[src/core/exd_pkg.sv]
// exd_pkg: constants and types for the exchange/xor datapath slice
// assumes: 8-bit core, 256-byte internal space, four register banks
package exd_pkg;
  localparam int          EXD_DW        = 8;
  localparam int          EXD_AW        = 8;
  localparam int          EXD_NIB_LO    = 0;
  localparam int          EXD_NIB_HI    = 3;
  localparam int          EXD_NIB_W     = 4;
  localparam logic [7:0]  EXD_ACC_RST   = 8'h00;
  localparam logic [7:0]  EXD_RST_BYTE  = 8'h00;
  localparam logic [1:0]  EXD_BANK_SH   = 2'h3;
  // special function area starts here; port latches live above
  localparam logic [7:0]  EXD_SFR_BASE  = 8'h80;

  typedef enum logic [3:0] {
    EXD_OP_NONE,
    EXD_OP_XCH_REG,
    EXD_OP_XCH_DIR,
    EXD_OP_XCH_IND,
    EXD_OP_DIGIT_EXCHANGE_OP_IND,
    EXD_OP_XOR_A_REG,
    EXD_OP_XOR_A_DIR,
    EXD_OP_XOR_A_IND,
    EXD_OP_XOR_A_IMM,
    EXD_OP_XOR_DIR_A,
    EXD_OP_XOR_DIR_IMM
  } exd_op_type;

  typedef enum {
    EXD_ST_IDLE,
    EXD_ST_PTR,
    EXD_ST_READ,
    EXD_ST_WRITE
  } exd_state_type;
endpackage : exd_pkg

[src/core/exd_datapath.sv]
// exd_datapath: exchange, digit exchange and xor datapath slice
// assumes: decoder issues one op per i_start while o_busy is low;
// memory read data returns one cycle after o_mem_rd; port latch
// readback is supplied by the port block on i_mem_rdata for sfr reads.
`timescale 1ns/1ps
module exd_datapath
  import exd_pkg::*;
(
  // clock and reset
  input  wire logic                   i_sys_clk,
  input  wire logic                   i_rst,
  // decoder request
  input  wire logic                   i_start,
  input  wire exd_op_type             i_op,
  input  wire logic [EXD_AW-1:0]      i_addr,
  input  wire logic [EXD_DW-1:0]      i_imm,
  input  wire logic                   i_ptr_sel,
  input  wire logic [1:0]             i_bank,
  // memory / sfr access
  output logic      [EXD_AW-1:0]      o_mem_addr,
  output logic                        o_mem_rd,
  output logic                        o_mem_latch_rd,
  output logic                        o_mem_wr,
  output logic      [EXD_DW-1:0]      o_mem_wdata,
  input  wire logic [EXD_DW-1:0]      i_mem_rdata,
  // accumulator and status
  output logic      [EXD_DW-1:0]      o_acc,
  output logic                        o_flags_we,
  output logic                        o_busy,
  output logic                        o_done
);
  exd_state_type          state_q, state_d;
  exd_op_type             op_q, op_d;
  logic [EXD_AW-1:0]      addr_q, addr_d;
  logic [EXD_DW-1:0]      imm_q, imm_d;
  logic [EXD_DW-1:0]      acc_q, acc_d;
  logic [EXD_DW-1:0]      opnd_q, opnd_d;
  logic [EXD_DW-1:0]      wdata_q, wdata_d;
  logic                   rd_q, rd_d;
  logic                   lrd_q, lrd_d;
  logic                   wr_q, wr_d;
  logic                   done_q, done_d;
  logic                   ptr_sel_q, ptr_sel_d;
  logic [1:0]             bank_q, bank_d;
  logic [EXD_DW-1:0]      acc_new, mem_new;
  logic                   acc_we, mem_we;
  logic                   need_mem, is_ind, dir_dest;
  logic                   is_reg;
  logic                   busy_q, busy_d;
  logic                   flags_we_q;

  exd_alu u_alu (
    .i_op      (op_q),
    .i_acc     (acc_q),
    .i_opnd    (opnd_q),
    .i_imm     (imm_q),
    .o_acc_new (acc_new),
    .o_mem_new (mem_new),
    .o_acc_we  (acc_we),
    .o_mem_we  (mem_we)
  );

  always_comb
  begin
    // decoded from the request so the first access issues at once
    is_ind   = (i_op == EXD_OP_XCH_IND) || (i_op == EXD_OP_DIGIT_EXCHANGE_OP_IND) ||
               (i_op == EXD_OP_XOR_A_IND);
    need_mem = (i_op != EXD_OP_XOR_A_IMM) && (i_op != EXD_OP_NONE);
    dir_dest = (i_op == EXD_OP_XOR_DIR_A) ||
               (i_op == EXD_OP_XOR_DIR_IMM);
    is_reg   = (i_op == EXD_OP_XCH_REG) || (i_op == EXD_OP_XOR_A_REG);
  end

  always_comb
  begin
    state_d   = state_q;
    op_d      = op_q;
    addr_d    = addr_q;
    imm_d     = imm_q;
    acc_d     = acc_q;
    opnd_d    = opnd_q;
    wdata_d   = wdata_q;
    rd_d      = 1'b0;
    lrd_d     = 1'b0;
    wr_d      = 1'b0;
    done_d    = 1'b0;
    busy_d    = busy_q;
    ptr_sel_d = ptr_sel_q;
    bank_d    = bank_q;
    case (state_q)
      EXD_ST_IDLE:
      begin
        if (i_start && i_op != EXD_OP_NONE)
        begin
          op_d      = i_op;
          imm_d     = i_imm;
          ptr_sel_d = i_ptr_sel;
          bank_d    = i_bank;
          busy_d    = 1'b1;
          if (is_reg)
            // register forms: i_addr holds the register number
            addr_d = {3'h0, i_bank, i_addr[2:0]};
          else
            addr_d = i_addr;
          if (is_ind)
          begin
            // fetch pointer register 0 or 1 of the active bank first
            addr_d  = {3'h0, i_bank, 2'h0, i_ptr_sel};
            rd_d    = 1'b1;
            state_d = EXD_ST_PTR;
          end
          else if (need_mem)
          begin
            // read-modify-write of a port uses the output latch
            lrd_d   = dir_dest && (i_addr >= EXD_SFR_BASE);
            rd_d    = !lrd_d;
            state_d = EXD_ST_READ;
          end
          else
            state_d = EXD_ST_WRITE;
        end
      end
      EXD_ST_PTR:
      begin
        // read data trails the strobe by one cycle, so skip that cycle
        if (!rd_q)
        begin
          addr_d  = i_mem_rdata;
          rd_d    = 1'b1;
          state_d = EXD_ST_READ;
        end
      end
      EXD_ST_READ:
      begin
        if (!rd_q && !lrd_q)
        begin
          opnd_d  = i_mem_rdata;
          state_d = EXD_ST_WRITE;
        end
      end
      EXD_ST_WRITE:
      begin
        // one write slot serves every form; no flag is ever touched
        if (acc_we)
          acc_d = acc_new;
        if (mem_we)
        begin
          wdata_d = mem_new;
          wr_d    = 1'b1;
        end
        done_d  = 1'b1;
        busy_d  = 1'b0;
        state_d = EXD_ST_IDLE;
      end
      default:
      begin
        state_d = EXD_ST_IDLE;
      end
    endcase
  end

  always_ff @(posedge i_sys_clk)
  begin
    if (i_rst)
    begin
      state_q   <= EXD_ST_IDLE;
      op_q      <= EXD_OP_NONE;
      addr_q    <= EXD_RST_BYTE;
      imm_q     <= EXD_RST_BYTE;
      acc_q     <= EXD_ACC_RST;
      opnd_q    <= EXD_RST_BYTE;
      wdata_q   <= EXD_RST_BYTE;
      rd_q      <= 1'b0;
      lrd_q     <= 1'b0;
      wr_q      <= 1'b0;
      done_q    <= 1'b0;
      ptr_sel_q <= 1'b0;
      bank_q    <= 2'h0;
      busy_q    <= 1'b0;
      flags_we_q <= 1'b0;
    end
    else
    begin
      state_q   <= state_d;
      op_q      <= op_d;
      addr_q    <= addr_d;
      imm_q     <= imm_d;
      acc_q     <= acc_d;
      opnd_q    <= opnd_d;
      wdata_q   <= wdata_d;
      rd_q      <= rd_d;
      lrd_q     <= lrd_d;
      wr_q      <= wr_d;
      done_q    <= done_d;
      ptr_sel_q <= ptr_sel_d;
      bank_q    <= bank_d;
      busy_q    <= busy_d;
      flags_we_q <= 1'b0;
    end
  end

  // every output comes straight from its register
  assign o_mem_addr     = addr_q;
  assign o_mem_rd       = rd_q;
  assign o_mem_latch_rd = lrd_q;
  assign o_mem_wr       = wr_q;
  assign o_mem_wdata    = wdata_q;
  assign o_acc          = acc_q;
  assign o_flags_we     = flags_we_q;
  assign o_busy         = busy_q;
  assign o_done         = done_q;

  // flag strobe never raised; write slot results, port latch read and pointer fetch checked one cycle after the request or write slot
  property p_flags_still;
    @(posedge i_sys_clk) disable iff (i_rst) !o_flags_we;
  endproperty
  a_flags_still: assert property (p_flags_still)
    else $error("status flag write strobe seen");
  property p_byte_swap;
    @(posedge i_sys_clk) disable iff (i_rst)
      (state_q == EXD_ST_WRITE && op_q inside {EXD_OP_XCH_REG,
       EXD_OP_XCH_DIR, EXD_OP_XCH_IND})
      |=> wr_q && acc_q == $past(opnd_q) && wdata_q == $past(acc_q);
  endproperty
  a_byte_swap: assert property (p_byte_swap)
    else $error("byte exchange result wrong");
  property p_digit_low;
    @(posedge i_sys_clk) disable iff (i_rst)
      (state_q == EXD_ST_WRITE && op_q == EXD_OP_DIGIT_EXCHANGE_OP_IND) |=> wr_q &&
      acc_q[EXD_NIB_HI:EXD_NIB_LO] == $past(opnd_q[EXD_NIB_HI:EXD_NIB_LO]) &&
      wdata_q[EXD_NIB_HI:EXD_NIB_LO] == $past(acc_q[EXD_NIB_HI:EXD_NIB_LO]);
  endproperty
  a_digit_low: assert property (p_digit_low)
    else $error("digit exchange low nibbles wrong");
  property p_digit_high;
    @(posedge i_sys_clk) disable iff (i_rst)
      (state_q == EXD_ST_WRITE && op_q == EXD_OP_DIGIT_EXCHANGE_OP_IND) |=>
      acc_q[EXD_DW-1:EXD_NIB_W] == $past(acc_q[EXD_DW-1:EXD_NIB_W]) &&
      wdata_q[EXD_DW-1:EXD_NIB_W] == $past(opnd_q[EXD_DW-1:EXD_NIB_W]);
  endproperty
  a_digit_high: assert property (p_digit_high)
    else $error("digit exchange high nibbles changed");
  property p_xor_acc;
    @(posedge i_sys_clk) disable iff (i_rst)
      (state_q == EXD_ST_WRITE && op_q inside {EXD_OP_XOR_A_REG,
       EXD_OP_XOR_A_DIR, EXD_OP_XOR_A_IND, EXD_OP_XOR_A_IMM}) |=>
      !wr_q && acc_q == ($past(acc_q) ^ (($past(op_q) == EXD_OP_XOR_A_IMM)
      ? $past(imm_q) : $past(opnd_q)));
  endproperty
  a_xor_acc: assert property (p_xor_acc)
    else $error("xor into accumulator wrong");
  property p_xor_dir;
    @(posedge i_sys_clk) disable iff (i_rst)
      (state_q == EXD_ST_WRITE && op_q inside {EXD_OP_XOR_DIR_A,
       EXD_OP_XOR_DIR_IMM}) |=> wr_q && acc_q == $past(acc_q) &&
      wdata_q == ($past(opnd_q) ^ (($past(op_q) == EXD_OP_XOR_DIR_A)
      ? $past(acc_q) : $past(imm_q)));
  endproperty
  a_xor_dir: assert property (p_xor_dir)
    else $error("xor into direct byte wrong");
  property p_port_latch;
    @(posedge i_sys_clk) disable iff (i_rst)
      (state_q == EXD_ST_IDLE && i_start &&
       i_op inside {EXD_OP_XOR_DIR_A, EXD_OP_XOR_DIR_IMM} &&
       i_addr >= EXD_SFR_BASE) |=> lrd_q && !rd_q;
  endproperty
  a_port_latch: assert property (p_port_latch)
    else $error("port update did not read the output latch");
  property p_ptr_fetch;
    @(posedge i_sys_clk) disable iff (i_rst)
      (state_q == EXD_ST_IDLE && i_start &&
       i_op inside {EXD_OP_XCH_IND, EXD_OP_DIGIT_EXCHANGE_OP_IND, EXD_OP_XOR_A_IND})
      |=> rd_q && addr_q == {3'h0, $past(i_bank), 2'h0, $past(i_ptr_sel)};
  endproperty
  a_ptr_fetch: assert property (p_ptr_fetch)
    else $error("pointer register fetch address wrong");
  c_digit_swap: cover property (@(posedge i_sys_clk)
    state_q == EXD_ST_WRITE && op_q == EXD_OP_DIGIT_EXCHANGE_OP_IND);
  c_port_rmw: cover property (@(posedge i_sys_clk) lrd_q);
  c_ptr_fetch: cover property (@(posedge i_sys_clk)
    state_q == EXD_ST_PTR && !rd_q);
endmodule : exd_datapath

[src/core/exd_alu.sv]
// exd_alu: byte combine for exchange, digit exchange and xor
// assumes: pure combinational, operands already fetched
`timescale 1ns/1ps
module exd_alu
  import exd_pkg::*;
(
  // operation and operands
  input  wire exd_op_type             i_op,
  input  wire logic [EXD_DW-1:0]      i_acc,
  input  wire logic [EXD_DW-1:0]      i_opnd,
  input  wire logic [EXD_DW-1:0]      i_imm,
  // results
  output logic      [EXD_DW-1:0]      o_acc_new,
  output logic      [EXD_DW-1:0]      o_mem_new,
  output logic                        o_acc_we,
  output logic                        o_mem_we
);
  always_comb
  begin
    o_acc_new = i_acc;
    o_mem_new = i_opnd;
    o_acc_we  = 1'b0;
    o_mem_we  = 1'b0;
    case (i_op)
      EXD_OP_XCH_REG, EXD_OP_XCH_DIR, EXD_OP_XCH_IND:
      begin
        o_acc_new = i_opnd;
        o_mem_new = i_acc;
        o_acc_we  = 1'b1;
        o_mem_we  = 1'b1;
      end
      EXD_OP_DIGIT_EXCHANGE_OP_IND:
      begin
        // high nibbles kept on both sides
        o_acc_new = {i_acc[EXD_DW-1:EXD_NIB_W],
                     i_opnd[EXD_NIB_HI:EXD_NIB_LO]};
        o_mem_new = {i_opnd[EXD_DW-1:EXD_NIB_W],
                     i_acc[EXD_NIB_HI:EXD_NIB_LO]};
        o_acc_we  = 1'b1;
        o_mem_we  = 1'b1;
      end
      EXD_OP_XOR_A_REG, EXD_OP_XOR_A_DIR, EXD_OP_XOR_A_IND:
      begin
        o_acc_new = i_acc ^ i_opnd;
        o_acc_we  = 1'b1;
      end
      EXD_OP_XOR_A_IMM:
      begin
        o_acc_new = i_acc ^ i_imm;
        o_acc_we  = 1'b1;
      end
      EXD_OP_XOR_DIR_A:
      begin
        o_mem_new = i_opnd ^ i_acc;
        o_mem_we  = 1'b1;
      end
      EXD_OP_XOR_DIR_IMM:
      begin
        o_mem_new = i_opnd ^ i_imm;
        o_mem_we  = 1'b1;
      end
      default:
      begin
        o_acc_we = 1'b0;
      end
    endcase
  end
endmodule : exd_alu

[config.mk]
export PLATFORM = sky130hd
export DESIGN_NAME = exd_datapath
export DESIGN_NICKNAME = d
export VERILOG_FILES = /design/src/core/exd_pkg.sv /design/src/core/exd_datapath.sv /design/src/core/exd_alu.sv
export SDC_FILE = /design/constraint.sdc
export NUM_CORES = 1
export LEC_CHECK = 0
export CORE_UTILIZATION = 45
export CTS_CLUSTER_DIAMETER = 100
export DETAILED_ROUTE_END_ITERATION = 10
export DONT_BUFFER_PORTS = 1
export PLACE_DENSITY_LB_ADDON = 0.05
export SYNTH_ARGS = -nofsm -noshare
export SYNTH_HDL_FRONTEND = slang
export SYNTH_HIERARCHICAL = 1
export SYNTH_SLANG_ARGS = --single-unit
[constraint.sdc]
create_clock -name i_sys_clk -period 3.31 [get_ports i_sys_clk]
set_input_delay 0.4965 -clock i_sys_clk [delete_from_list [all_inputs] [get_ports i_sys_clk]]
set_output_delay 0.4965 -clock i_sys_clk [all_outputs]
set_load 0.005 [all_outputs]
==> results.json <==
{
  "yosys_register_bits": 51,
  "min_period_ns": 2.32,
  "min_path_type": "in -> reg",
  "ant_nets": 0,
  "p_sw_share_pct": 42.5,
  "p_int_mw": 1.20,
  "crit_path_end_kind": "flop",
  "clockRootBuffer": "clkbuf_8",
  "drt_iter0_markers": 188,
  "power.leakage_nw": 1.07,
  "min_period_over_period_pct": 70.1,
  "clk_pin_slew_ns": 0.11,
  "rsz0062_at_grt": "no",
  "p_total_mw": 2.08,
  "gp_congestion": 0.876,
  "synth_most_common_cell": "nand2_1",
  "synth.top_cells.by_count": "nand2_1, dfxtp_1, a21oi_1",
  "postCtsHoldBufs": 0,
  "placedCellCount": 515,
  "fp-row-count": 31,
  "synth_xor_area_share_pct": 1.05,
  "die_h_um": 88.1,
  "dieArea_mm2": 0.00776,
  "synth_ff_type": "dfxtp_1",
  "drv_cap": 0,
  "synth_top_family_by_area": "compound AO/OA/AOI/OAI gates",
  "drive_above_1_share_pct": 6.84,
  "setup_viol": 0,
  "cts_buffer_depth": 2,
  "grt_first_pass_wirelength_um": 14300,
  "wirelength_um": 9130,
  "dr_total_vias": 3203,
  "syn-num-nets": 484,
  "start_kind": "flop",
  "via_per_inst": 6.12,
  "fin_ws_ns": 0.988,
  "post_cts_resized": 0,
  "overflow": 0,
  "pre_cts_slack_ns": 0.999,
  "grt_usage_pct": 23.5,
  "critical_path_required_ns": 3.51,
  "yosysTopAreaCell": "dfxtp_1",
  "irDropWorstVdd_uv": 215,
  "crit_fanout": 20,
  "timing_worst_setup_path_type": "reg -> reg",
  "fmax_mhz": 431,
  "synthMuxAreaShare_pct": 3.41,
  "clkPwrFrac_pct": 18.5,
  "tns_ns": 0,
  "grt_max_degree": 49,
  "worstSkewPairLatency_ns": 0.31,
  "worst_slew_pin_slew_ns": 0.865,
  "async_reset_ff_share_pct": 0,
  "antenna_cells": 0,
  "combPwrFrac_pct": 39.9,
  "portBuffers": 0,
  "grt_pass1_vias": 2790,
  "cp.arrival_ns": 2.52,
  "min_delay_path_depth": 1,
  "r2r_cells": 7,
  "crit_path_start": "op_q[0]",
  "synth_edf_count": 0,
  "switchingPower_mw": 0.884,
  "numCtsBuffers": 5,
  "skew_ns": 0.00671,
  "start_util_pct": 46.3,
  "synth_area_mm2": 0.00334,
  "synth_area_per_cell_um2": 7.48,
  "pwr-share-seq_pct": 41.6,
  "synth_seq_area_share_pct": 30.6,
  "synth.area.top_cells": "dfxtp_1, nand2_1, a21oi_1",
  "drcViolationCount": 0,
  "synth_cell_types": 55,
  "die_w_um": 88.1,
  "synth-adder-area-share_pct": 1.50,
  "synth_compound_area_share_pct": 31.3,
  "r2r_slack_ns": 0.99,
  "synth-simple-area-share_pct": 23.7,
  "r2r_start": "op_q[0]",
  "fin_cells": 523,
  "cts_setup_buffers": 0,
  "antenna_found_initial": 0,
  "htreeDepth": 2,
  "status": "finished clean",
  "slew_headroom_pct": 42.2,
  "report.final.slew_viol_count": 0,
  "worstHoldStart": "i_rst",
  "synthCells": 446,
  "final_net_count": 461,
  "powerDensity_mw_per_mm2": 607,
  "cts_tree": "yes",
  "firstDrtPassIters": 5,
  "io_pins": 64,
  "core_area_mm2": 0.00721,
  "wl_per_cell_um": 17.4,
  "synth_top_area_share_pct": 30.6,
  "syn2layout_area_growth_pct": 2.74,
  "dp_hpwl_um": 6640,
  "hold_viol": 0,
  "clock_sink_count": 51,
  "yosysWarnings": 6
}
registers in the layout (all words and copies together), names as in the netlist:
name	count
imm_q	8
o_acc	8
o_mem_addr	8
o_mem_wdata	8
opnd_q	8
op_q	4
state_q	2
o_busy	1
o_done	1
o_mem_latch_rd	1
o_mem_rd	1
o_mem_wr	1
power groups by stage:
stage	Sequential [mW]	Clock, mW	Combinational, mW
finish	0.864	0.385	0.830
CTS	0.863	0.401	0.827
floorplan	0.805	0	0.725
global route	0.881	0.423	0.920
detailed placement	0.877	0	0.824
global placement	0.880	0	0.816
through the flow:
step           util (%)  hold WS [ns]  cell area (um^2)
6_report           47.5         0.241              3430
5_1_grt            47.5         0.226              3430
4_1_cts            47.5         0.231              3430
3_5_place_dp       46.2         0.459              3330
3_3_place_gp       46.2         0.458              3330
2_1_floorplan         -         0.449              3340
worst paths after layout:
check / end
setup / recovery: o_acc[5]
hold / removal: o_mem_addr[7]
setup reg to reg: o_acc[5]
hold reg to reg: o_mem_wdata[2]
cell families (layout without fill, tap and decap cells):
| family | Yosys count | count (layout) |
|---|---|---|
| and+or+nand+nor | 164 | 164 |
| AOI/OAI and AO/OA | 150 | 150 |
| buffers and inverters | 61 | 39 |
| DFF | 51 | 51 |
| muxes | 11 | 11 |
| adders and majority gates | 4 | 4 |
| xor gates and xnor gates | 4 | 4 |
| other | 1 | 1 |
per-layer routing:
| layer | track usage (%) | vias up | wire length, um |
|---|---|---|---|
| met1 | 33.1 | 1503 | 4270 |
| met2 | 37.1 | 111 | 4160 |
| met4 | 4.84 | 0 | 85 |
| li1 | - | 1580 | - |
| met3 | 5.00 | 9 | 610 |
| met5 | 0 | - | 0 |
critical path: stages (launching register included):
cell and delay, ns:
dfxtp_1 0.47, buf_4 0.28, nor3_1 0.67, xnor2_1 0.19, buf_4 0.19, nand2_1 0.21, nand2_1 0.13, a21oi_1 0.07
cells in the final DEF (no fill, tap or decap), types with 7 or more instances in the layout:
cell      synthesis  layout
o32ai_1           7       7
buf_4             2       9
nor2_1           25      25
nand3b_1          8       8
nor3_1            8       8
mux2i_1          10      10
a21oi_1          49      49
inv_1            21      21
o211ai_1          8       8
dfxtp_1          51      51
nand2_1          71      71
o21ai_0          26      26
nand3_1          26      26
final cells by class:
type,count,area (um^2)
clock buffer,5,68.8
clock inverter,3,27.5
fill,771,3790
timing repair buffer,9,67.6
sequential,51,1020
tap,99,124
multi-input combinational,334,2040
inverter,22,82.6
Note: power is estimated with default switching activity, not from simulation.
